File: src/list_seq_pkg.sv
package list_seq_pkg;

	// Storage geometry.
	localparam int MAX_POINTS      = 20;
	localparam int POINT_IDX_W     = 5;
	localparam int LEVEL_W         = 16;
	localparam int DWELL_W         = 32;
	localparam int COUNT_W         = 16;

	// Clock rate and the dwell tick; dwell values count ticks of this period.
	localparam int CLK_PERIOD_NS   = 5;
	localparam int TICK_PERIOD_US  = 1;
	localparam int TICK_CYCLES     = (TICK_PERIOD_US * 1000) / CLK_PERIOD_NS;
	localparam int TICK_W          = 8;

	// Values after reset.
	localparam logic [COUNT_W-1:0] REPEAT_RESET = 16'h0001;
	localparam logic [POINT_IDX_W-1:0] LEN_RESET = 5'h01;

	// Command codes presented on cmd_code with a cmd_valid strobe.
	typedef enum logic [3:0] {
		CMD_NONE     = 4'h0,
		CMD_INIT     = 4'h1,
		CMD_TRIGGER  = 4'h2,
		CMD_ABORT    = 4'h3,
		CMD_RESET    = 4'h4,
		CMD_RECALL   = 4'h5,
		CMD_SAVE     = 4'h6,
		CMD_LIST_V   = 4'h7,
		CMD_LIST_I   = 4'h8,
		CMD_LIST_DW  = 4'h9,
		CMD_COUNT    = 4'hA,
		CMD_WAIT     = 4'hB,
		CMD_OPC      = 4'hC,
		CMD_OPC_Q    = 4'hD,
		CMD_LEVEL_V  = 4'hE,
		CMD_LEVEL_I  = 4'hF
	} cmd_t;

	// Trigger logic states, one-hot.
	typedef enum logic [3:0] {
		TS_IDLE      = 4'b0001,
		TS_ARMED     = 4'b0010,
		TS_CHANGE    = 4'b0100,
		TS_DWELL     = 4'b1000
	} trig_state_t;

endpackage

File: src/dwell_if.sv
`timescale 1ns/1ps
// Carries a dwell load request and the expiry back from the dwell timer.
interface dwell_if;
	import list_seq_pkg::*;
	logic               load;   // Reload the counter with value.
	logic               stop;   // Cancel the running interval.
	logic [DWELL_W-1:0] value;  // Interval in ticks.
	logic               expire; // One-cycle pulse at interval end.
	modport ctrl  (output load, output stop, output value, input expire);
	modport timer (input load, input stop, input value, output expire);
endinterface

File: src/dwell_timer.sv
`timescale 1ns/1ps
// Counts dwell intervals in units of a fixed internal tick.
module dwell_timer
	import list_seq_pkg::*;
(
	input  wire logic sys_clk,
	input  wire logic reset,
	dwell_if.timer    dw
);
	logic [TICK_W-1:0]  tick_r;    // Prescaler toward one tick.
	logic [TICK_W-1:0]  tick_nxt;
	logic [DWELL_W-1:0] left_r;    // Ticks left in the interval.
	logic [DWELL_W-1:0] left_nxt;
	logic               run_r;     // Interval in progress.
	logic               run_nxt;
	logic               exp_r;     // Registered expiry pulse.
	logic               exp_nxt;

	// The prescaler restarts on load so every interval is a whole number of ticks.
	always_comb begin
		tick_nxt = tick_r;
		left_nxt = left_r;
		run_nxt  = run_r;
		exp_nxt  = 1'b0;
		if (dw.stop) begin
			run_nxt = 1'b0;
		end else if (dw.load) begin
			tick_nxt = '0;
			left_nxt = dw.value;
			run_nxt  = 1'b1;
		end else if (run_r) begin
			if (left_r == '0) begin
				// A zero dwell still takes one cycle to report.
				run_nxt = 1'b0;
				exp_nxt = 1'b1;
			end else if (tick_r == TICK_W'(TICK_CYCLES - 1)) begin
				tick_nxt = '0;
				left_nxt = left_r - DWELL_W'(1);
			end else begin
				tick_nxt = tick_r + TICK_W'(1);
			end
		end
	end

	// Registers only.
	always_ff @(posedge sys_clk) begin
		if (reset) begin
			tick_r <= '0;
			left_r <= '0;
			run_r  <= 1'b0;
			exp_r  <= 1'b0;
		end else begin
			tick_r <= tick_nxt;
			left_r <= left_nxt;
			run_r  <= run_nxt;
			exp_r  <= exp_nxt;
		end
	end

	assign dw.expire = exp_r;
endmodule // dwell_timer

File: src/output_list_sequencer.sv
`timescale 1ns/1ps
module output_list_sequencer
	import list_seq_pkg::*;
(
	input  wire logic                   sys_clk,
	input  wire logic                   reset,
	input  wire logic                   cmd_valid,
	output logic                        cmd_ready,
	input  wire logic [3:0]             cmd_code,
	input  wire logic [POINT_IDX_W-1:0] cmd_index,
	input  wire logic [DWELL_W-1:0]     cmd_data,
	input  wire logic [POINT_IDX_W-1:0] cmd_len,
	input  wire logic                   cmd_inf,
	input  wire logic                   volt_list_mode,
	input  wire logic                   curr_list_mode,
	input  wire logic                   step_once,
	input  wire logic                   ext_trigger,
	input  wire logic                   other_pending,
	input  wire logic [LEVEL_W-1:0]     volt_fixed,
	input  wire logic [LEVEL_W-1:0]     curr_fixed,
	output logic [LEVEL_W-1:0]          volt_out,
	output logic [LEVEL_W-1:0]          curr_out,
	output logic                        dwelling_flag,
	output logic                        sequence_done_event,
	output logic                        opc_status,
	output logic                        opc_query_valid,
	output logic [7:0]                  opc_query_data,
	output logic [COUNT_W-1:0]          repeat_count,
	output logic                        repeat_inf
);
	////////////////////////////////////////////////////////////////////////////
	// Point storage.
	////////////////////////////////////////////////////////////////////////////

	logic [LEVEL_W-1:0] vpt_r [MAX_POINTS];   // Voltage points.
	logic [LEVEL_W-1:0] ipt_r [MAX_POINTS];   // Current points.
	logic [DWELL_W-1:0] dpt_r [MAX_POINTS];   // Dwell points in ticks.
	logic [POINT_IDX_W-1:0] vlen_r;           // Voltage list length.
	logic [POINT_IDX_W-1:0] ilen_r;           // Current list length.
	logic [POINT_IDX_W-1:0] dlen_r;           // Dwell list length.
	logic [COUNT_W-1:0] rpt_r;                // Repeat count.
	logic [COUNT_W-1:0] rpt_nxt;
	logic               inf_r;                // Repeat forever.
	logic               inf_nxt;
	logic [COUNT_W-1:0] rpt_saved_r;          // Saved setup copy.
	logic               inf_saved_r;

	logic cmd_take;                           // Command accepted this cycle.
	assign cmd_take = cmd_valid && cmd_ready;

	// Returns the entry to use at idx: a one-entry list repeats its only value.
	function automatic logic [POINT_IDX_W-1:0] pick(
		input logic [POINT_IDX_W-1:0] len,
		input logic [POINT_IDX_W-1:0] idx
	);
		pick = (len == POINT_IDX_W'(1)) ? '0 : idx;
	endfunction

	// Each slot is written by its own list command at its index.
	generate
		for (genvar g = 0; g < MAX_POINTS; g++) begin : g_pts
			always_ff @(posedge sys_clk) begin
				if (reset) begin
					vpt_r[g] <= '0;
					ipt_r[g] <= '0;
					dpt_r[g] <= '0;
				end else if (cmd_take && cmd_index == POINT_IDX_W'(g)) begin
					if (cmd_code == CMD_LIST_V) begin
						vpt_r[g] <= cmd_data[LEVEL_W-1:0];
					end
					if (cmd_code == CMD_LIST_I) begin
						ipt_r[g] <= cmd_data[LEVEL_W-1:0];
					end
					if (cmd_code == CMD_LIST_DW) begin
						dpt_r[g] <= cmd_data;
					end
				end
			end
		end
	endgenerate

	// Repeat count: reset gives one, recall restores the saved copy.
	always_comb begin
		rpt_nxt = rpt_r;
		inf_nxt = inf_r;
		if (cmd_take) begin
			case (cmd_code)
				CMD_COUNT: begin
					rpt_nxt = cmd_data[COUNT_W-1:0];
					inf_nxt = cmd_inf;
				end
				CMD_RESET: begin
					rpt_nxt = REPEAT_RESET;
					inf_nxt = 1'b0;
				end
				CMD_RECALL: begin
					rpt_nxt = rpt_saved_r;
					inf_nxt = inf_saved_r;
				end
				default: begin
					rpt_nxt = rpt_r;
				end
			endcase
		end
	end

	// Lengths and saved setup are registered here.
	always_ff @(posedge sys_clk) begin
		if (reset) begin
			vlen_r      <= LEN_RESET;
			ilen_r      <= LEN_RESET;
			dlen_r      <= LEN_RESET;
			rpt_r       <= REPEAT_RESET;
			inf_r       <= 1'b0;
			rpt_saved_r <= REPEAT_RESET;
			inf_saved_r <= 1'b0;
		end else begin
			rpt_r <= rpt_nxt;
			inf_r <= inf_nxt;
			if (cmd_take && cmd_code == CMD_LIST_V) begin
				vlen_r <= cmd_len;
			end
			if (cmd_take && cmd_code == CMD_LIST_I) begin
				ilen_r <= cmd_len;
			end
			if (cmd_take && cmd_code == CMD_LIST_DW) begin
				dlen_r <= cmd_len;
			end
			if (cmd_take && cmd_code == CMD_SAVE) begin
				rpt_saved_r <= rpt_r;
				inf_saved_r <= inf_r;
			end
		end
	end

	////////////////////////////////////////////////////////////////////////////
	// Trigger logic and point sequencing.
	////////////////////////////////////////////////////////////////////////////

	trig_state_t            st_r;       // Trigger state.
	trig_state_t            st_nxt;
	logic [POINT_IDX_W-1:0] idx_r;      // Next point to execute.
	logic [POINT_IDX_W-1:0] idx_nxt;
	logic [POINT_IDX_W-1:0] cur_r;      // Point on the output now.
	logic [POINT_IDX_W-1:0] cur_nxt;
	logic [COUNT_W-1:0]     pass_r;     // Passes finished so far.
	logic [COUNT_W-1:0]     pass_nxt;
	logic                   done_nxt;   // Sequence done pulse.
	logic                   ovr_v_r;    // Voltage overridden this interval.
	logic                   ovr_v_nxt;
	logic                   ovr_i_r;    // Current overridden this interval.
	logic                   ovr_i_nxt;
	logic [POINT_IDX_W-1:0] seq_len;    // Effective list length.
	logic                   abort_cmd;  // Explicit or implied abort.
	logic                   trig_in;    // Any trigger event.
	logic                   imm_trig;   // Immediate trigger command.
	logic                   pass_end;   // The point just dwelt was last.
	logic                   live_r;     // A run has put a point on the output.
	logic                   live_nxt;

	dwell_if dw ();

	dwell_timer u_timer (
		.sys_clk (sys_clk),
		.reset   (reset),
		.dw      (dw.timer)
	);

	// The longer of the voltage and current lists sets the length; a single-entry list stretches to match.
	assign seq_len = (vlen_r > ilen_r) ? vlen_r : ilen_r;

	assign abort_cmd = cmd_take && (cmd_code == CMD_ABORT || cmd_code == CMD_RESET ||
		cmd_code == CMD_RECALL || cmd_code == CMD_LIST_V || cmd_code == CMD_LIST_I ||
		cmd_code == CMD_LIST_DW || cmd_code == CMD_COUNT);
	assign imm_trig  = cmd_take && cmd_code == CMD_TRIGGER;
	assign trig_in   = ext_trigger || imm_trig;
	assign pass_end  = (cur_r == seq_len - POINT_IDX_W'(1));

	// Load the new point's dwell on entry to the change state; idx_r is the point
	// being entered there, while cur_r still names the one just finished.
	assign dw.load  = (st_r == TS_CHANGE);
	assign dw.value = dpt_r[pick(dlen_r, idx_r)];
	assign dw.stop  = abort_cmd;

	// Next state and point bookkeeping.
	always_comb begin
		st_nxt    = st_r;
		idx_nxt   = idx_r;
		cur_nxt   = cur_r;
		pass_nxt  = pass_r;
		done_nxt  = 1'b0;
		ovr_v_nxt = ovr_v_r;
		ovr_i_nxt = ovr_i_r;
		live_nxt  = live_r;
		if (cmd_take && cmd_code == CMD_LEVEL_V) begin
			ovr_v_nxt = 1'b1;
		end
		if (cmd_take && cmd_code == CMD_LEVEL_I) begin
			ovr_i_nxt = 1'b1;
		end
		if (abort_cmd) begin
			st_nxt   = TS_IDLE;
			idx_nxt  = '0;
			pass_nxt = '0;
			live_nxt = 1'b0;
		end else begin
			case (st_r)
				TS_IDLE: begin
					// Triggers do nothing until armed.
					if (cmd_take && cmd_code == CMD_INIT) begin
						st_nxt = TS_ARMED;
					end
				end
				TS_ARMED: begin
					if (trig_in) begin
						st_nxt = TS_CHANGE;
					end
				end
				TS_CHANGE: begin
					// Move to the stored point in order; overrides end here.
					cur_nxt   = idx_r;
					idx_nxt   = (idx_r == seq_len - POINT_IDX_W'(1)) ? '0 : idx_r + POINT_IDX_W'(1);
					ovr_v_nxt = 1'b0;
					ovr_i_nxt = 1'b0;
					live_nxt  = 1'b1;
					st_nxt    = TS_DWELL;
				end
				TS_DWELL: begin
					// Triggers are ignored here.
					if (dw.expire) begin
						if (pass_end) begin
							done_nxt = 1'b1;
							pass_nxt = pass_r + COUNT_W'(1);
						end
						if (pass_end && !inf_r && pass_r + COUNT_W'(1) >= rpt_r) begin
							st_nxt   = TS_IDLE;
							pass_nxt = '0;
						end else if (step_once) begin
							st_nxt = TS_ARMED;
						end else begin
							st_nxt = TS_CHANGE;
						end
					end
				end
				default: begin
					st_nxt = TS_IDLE;
				end
			endcase
		end
	end

	// Registers only.
	always_ff @(posedge sys_clk) begin
		if (reset) begin
			st_r                <= TS_IDLE;
			idx_r               <= '0;
			cur_r               <= '0;
			pass_r              <= '0;
			sequence_done_event <= 1'b0;
			ovr_v_r             <= 1'b0;
			ovr_i_r             <= 1'b0;
			live_r              <= 1'b0;
		end else begin
			st_r                <= st_nxt;
			idx_r               <= idx_nxt;
			cur_r               <= cur_nxt;
			pass_r              <= pass_nxt;
			sequence_done_event <= done_nxt;
			ovr_v_r             <= ovr_v_nxt;
			ovr_i_r             <= ovr_i_nxt;
			live_r              <= live_nxt;
		end
	end

	////////////////////////////////////////////////////////////////////////////
	// Output levels.
	////////////////////////////////////////////////////////////////////////////

	// The list drives a quantity only in list mode, after a first trigger,
	// and when no immediate level has overridden this interval.
	// Between single steps the last executed point stays on the output.
	always_ff @(posedge sys_clk) begin
		if (reset) begin
			volt_out <= '0;
			curr_out <= '0;
		end else begin
			volt_out <= (volt_list_mode && live_r && !ovr_v_nxt) ?
				vpt_r[pick(vlen_r, cur_r)] : volt_fixed;
			curr_out <= (curr_list_mode && live_r && !ovr_i_nxt) ?
				ipt_r[pick(ilen_r, cur_r)] : curr_fixed;
		end
	end

	assign dwelling_flag = (st_r == TS_DWELL);
	assign repeat_count  = rpt_r;
	assign repeat_inf    = inf_r;

	////////////////////////////////////////////////////////////////////////////
	// Completion signalling.
	////////////////////////////////////////////////////////////////////////////

	logic all_done;     // No pending operation anywhere.
	logic wait_r;       // Holding commands after a wait.
	logic wait_nxt;
	logic opc_arm_r;    // Completion command seen.
	logic opc_arm_nxt;
	logic opq_arm_r;    // Completion query seen.
	logic opq_arm_nxt;
	logic opc_st_nxt;

	assign all_done = (st_r == TS_IDLE) && !other_pending;

	// Commands keep flowing while the sequence runs, except behind a wait.
	assign cmd_ready = !wait_r;

	// Arm on command, fire once everything is done; a new arm wins over firing, except a query, which fires and re-arms.
	always_comb begin
		wait_nxt    = wait_r;
		opc_arm_nxt = opc_arm_r;
		opq_arm_nxt = opq_arm_r;
		opc_st_nxt  = opc_status;
		if (wait_r && all_done) begin
			wait_nxt = 1'b0;
		end
		if (opc_arm_r && all_done) begin
			opc_arm_nxt = 1'b0;
			opc_st_nxt  = 1'b1;
		end
		if (opq_arm_r && all_done) begin
			opq_arm_nxt = 1'b0;
		end
		if (cmd_take) begin
			case (cmd_code)
				CMD_WAIT:  wait_nxt = 1'b1;
				CMD_OPC:   begin
					opc_arm_nxt = 1'b1;
					opc_st_nxt  = 1'b0;
				end
				CMD_OPC_Q: opq_arm_nxt = 1'b1;
				CMD_RESET: opc_st_nxt = 1'b0;
				default:   wait_nxt = wait_nxt;
			endcase
		end
	end

	// Registers only; the query answer is a one-cycle pulse carrying 1.
	always_ff @(posedge sys_clk) begin
		if (reset) begin
			wait_r          <= 1'b0;
			opc_arm_r       <= 1'b0;
			opq_arm_r       <= 1'b0;
			opc_status      <= 1'b0;
			opc_query_valid <= 1'b0;
			opc_query_data  <= 8'h00;
		end else begin
			wait_r          <= wait_nxt;
			opc_arm_r       <= opc_arm_nxt;
			opq_arm_r       <= opq_arm_nxt;
			opc_status      <= opc_st_nxt;
			opc_query_valid <= opq_arm_r && all_done;
			opc_query_data  <= (opq_arm_r && all_done) ? 8'h01 : 8'h00;
		end
	end
endmodule // output_list_sequencer

File: config.mk
export PLATFORM = sky130hd
export DESIGN_NAME = output_list_sequencer
export DESIGN_NICKNAME = d
export VERILOG_FILES = /design/src/list_seq_pkg.sv /design/src/dwell_if.sv /design/src/dwell_timer.sv /design/src/output_list_sequencer.sv
export SDC_FILE = /design/constraint.sdc
export NUM_CORES = 2
export LEC_CHECK = 0
export BUFFER_PORTS_ARGS = -buffer_cell sky130_fd_sc_hd__buf_2
export CELL_PAD_IN_SITES_DETAIL_PLACEMENT = 1
export CELL_PAD_IN_SITES_GLOBAL_PLACEMENT = 1
export CORE_ASPECT_RATIO = 0.9
export CORE_MARGIN = 5
export CORE_UTILIZATION = 56
export CTS_CLUSTER_SIZE = 10
export DETAILED_ROUTE_END_ITERATION = 8
export PLACE_DENSITY = 0.87
export RECOVER_POWER = 25
export REMOVE_ABC_BUFFERS = 1
export SYNTH_ARGS = -nofsm -noshare
export SYNTH_HDL_FRONTEND = slang
export SYNTH_HIERARCHICAL = 1
export SYNTH_SLANG_ARGS = --single-unit
export TNS_END_PERCENT = 100
File: constraint.sdc
create_clock -name sys_clk -period 7.2 [get_ports sys_clk]
set_input_delay 1.44 -clock sys_clk [delete_from_list [all_inputs] [get_ports sys_clk]]
set_output_delay 1.44 -clock sys_clk [all_outputs]
set_load 0.02 [all_outputs]
==> impl_metrics.toml <==
[cts]
clk_latency_ps = 820
cts_tree = "yes"
cts_resized = 0
clockBufferDepth = 3
cts_buffers = 163
cts_hold_buffers = 0
path_clk_slew_ps = 60
cts-root-buf = "clkbuf_16"
cts_setup_buffers = 0
htreeDepth = 4
clock-sinks = 1442

[floorplan]
dieArea_um2 = 130300
die_y_um = 342.9
rows = 122
die_w_um = 379.9
core_area_um2 = 122700
start_util = 0.5619
ios = 149

[setup_path]
crit_required_ps = 7850
end_kind = "register"
start_kind = "input pin"
arrival_ps = 6530
cp_max_fo = 69
path_class = "input pin to register"

[yosys]
synth-edff-count = 1280
ys.flop_type = "edfxtp_1"
syn_area_um2 = 68960
ys_seq_area_frac = 0.6044
synth_common_cells = "and2_1, edfxtp_1, nand2_1, clkbuf_1, nor2_1"
yosys.area.top_type = "edfxtp_1"
ys_top_cells_by_area = "edfxtp_1, and2_1, dfxtp_1"
synth_most_common_cell = "and2_1"
ys_seq_elements = 1442
syn-mean-instance-area_um2 = 11.61
syn_inst = 5939
async_flop_share = 0
synth_top_area_frac = 0.5574
ys_types = 78
ys.warnings.count = 6

[power]
power.switching_mw = 4.147
irDropWorstVdd_uv = 228.2
clock_power_share = 0.429
power_frac_seq = 0.524
leakagePower_nw = 27.02
p_per_area_nw_per_um2 = 237.4
p_int_mw = 13.72
swShare = 0.2321
combPwrFrac = 0.047

[finish]
utilization = 0.6132
nNetsFinal = 5936
drive_above_1_share = 0.09398
area_growth_pct = 9.130

[timing]
final-hold-violation-count = 0
tightest_slew_ps = 3421
period_needed_ps = 5879
finalSetupTns_ps = 0
relSlewSlack = -1.280
finalSetupViolCount = 0
slew_violations = 332
min_period_over_period = 0.8165
fmax_ghz = 0.1701
finalClockSkew_ps = 27.33
rsz0062_at_grt = "false"

[status]
status = "finished, violations left"
failed_checks = "max-capacitance violations, max-slew violations"

[min_path]
min_path_type = "register to register"

[placement]
place_congestion = 0.8225
port-buffer-count = 141
dpl.hpwl_mm = 133.5

[route]
ant_nets = 0
wire_per_inst_um = 31.14
drt_first_pass_iters = 8
vias = 50810
drt_iter0_drc = 6258
viasPerCell = 6.762
drc_errors = 0
totalWireLength_mm = 234.0

[grt]
antenna_found_initial = 14
grt.total_usage = 0.3532
gr-total-overflow = 0
grt_max_degree = 97
grt_pass1_wl_mm = 347.0
grt_pass1_vias = 54190

[job]
maxCapViolCount = 10
kinds of logic after synthesis:
| group | synth area share |
|---|---|
| compound gates | 0.09694 |
| xor+xnor | 0.004318 |
| fa+ha+maj | 0.004717 |
| buf+inv | 0.03502 |
| flops | 0.6044 |
| mux | 0.05071 |
| other cells | 0.00005438 |
| simple gates | 0.2038 |
cells in the final DEF, fill, tap and decap left out, drive strengths merged, types with 175 or more instances in the layout:
master and n:
clkbuf 316, nand3 241, a21oi 189, and2 1291
a211oi 210, nor2 328, buf 185, nand2 511
mux2i 175, edfxtp 1280
flip-flops by register name, indices dropped and copies added, names as in the netlist, 8 cells and up:
name,count
vpt_r,320
repeat_count,16
ipt_r,320
u_timer/tick_r,8
pass_r,16
curr_out,16
volt_out,16
u_timer/left_r,32
dpt_r,640
rpt_saved_r,16
power by group through the flow:
stage                     sequential, mW  clock (mW)  combinational (mW)
final                               9.36        7.66               0.845
after global routing                9.37        8.04               0.877
after CTS                           9.36        7.65               0.835
after detailed placement            9.53           0               0.819
after global placement              9.50           0               0.779
after floorplan                     9.52           0               0.353
worst max-delay path, stage by stage:
cell and delay (ps):
buf_6 290, clkbuf_1 2440, inv_1 1500, o21ai_0 690, a21oi_1 100
per-layer routing:
layer | wire length (um) | global-route usage
met1 | 82180 | 0.4224
met2 | 112400 | 0.5847
met4 | 16960 | 0.2250
met3 | 22420 | 0.07855
met5 | 69 | 0
per-stage QoR:
stage | hold slack, ps | worst slack [ps] | std cells | power, mW | area [um^2]
2_1_floorplan | 425.2 | -4458 | 5383 | 9.873 | 66730
3_3_place_gp | 441.0 | 2666 | 7269 | 10.28 | 70870
3_5_place_dp | 450.3 | 2379 | 7269 | 10.34 | 70870
4_1_cts | 458.3 | 2353 | 7506 | 17.84 | 75440
5_1_grt | 476.1 | 1119 | 7508 | 18.29 | 75240
6_report | 459.2 | 1321 | 7514 | 17.87 | 75260
worst paths after layout:
check / start / to / slack (ps) / cells after the start
min: inf_saved_r$_SDFFE_PP0P_ / inf_saved_r$_SDFFE_PP0P_ / 460 / 2
max: reset / u_timer/tick_r[0]$_SDFFE_PP0P_ / 1320 / 5
min reg2reg: inf_saved_r$_SDFFE_PP0P_ / inf_saved_r$_SDFFE_PP0P_ / 460 / 2
max reg2reg: ilen_r[4]$_SDFFE_PP0P_ / pass_r[3]$_SDFFE_PP0P_ / 2200 / 14
layout make-up:
| class | count | area, um^2 |
|---|---|---|
| timing repair buffer | 275 | 1550 |
| clock buffer | 226 | 4410 |
| clock inverter | 11 | 162.7 |
| sequential | 1442 | 41700 |
| inverter | 42 | 157.7 |
| fill | 12230 | 47470 |
| tap | 1612 | 2017 |
| multi-input combinational | 3899 | 25240 |
| antenna | 7 | 17.52 |
(Power assumes the default switching activity.)
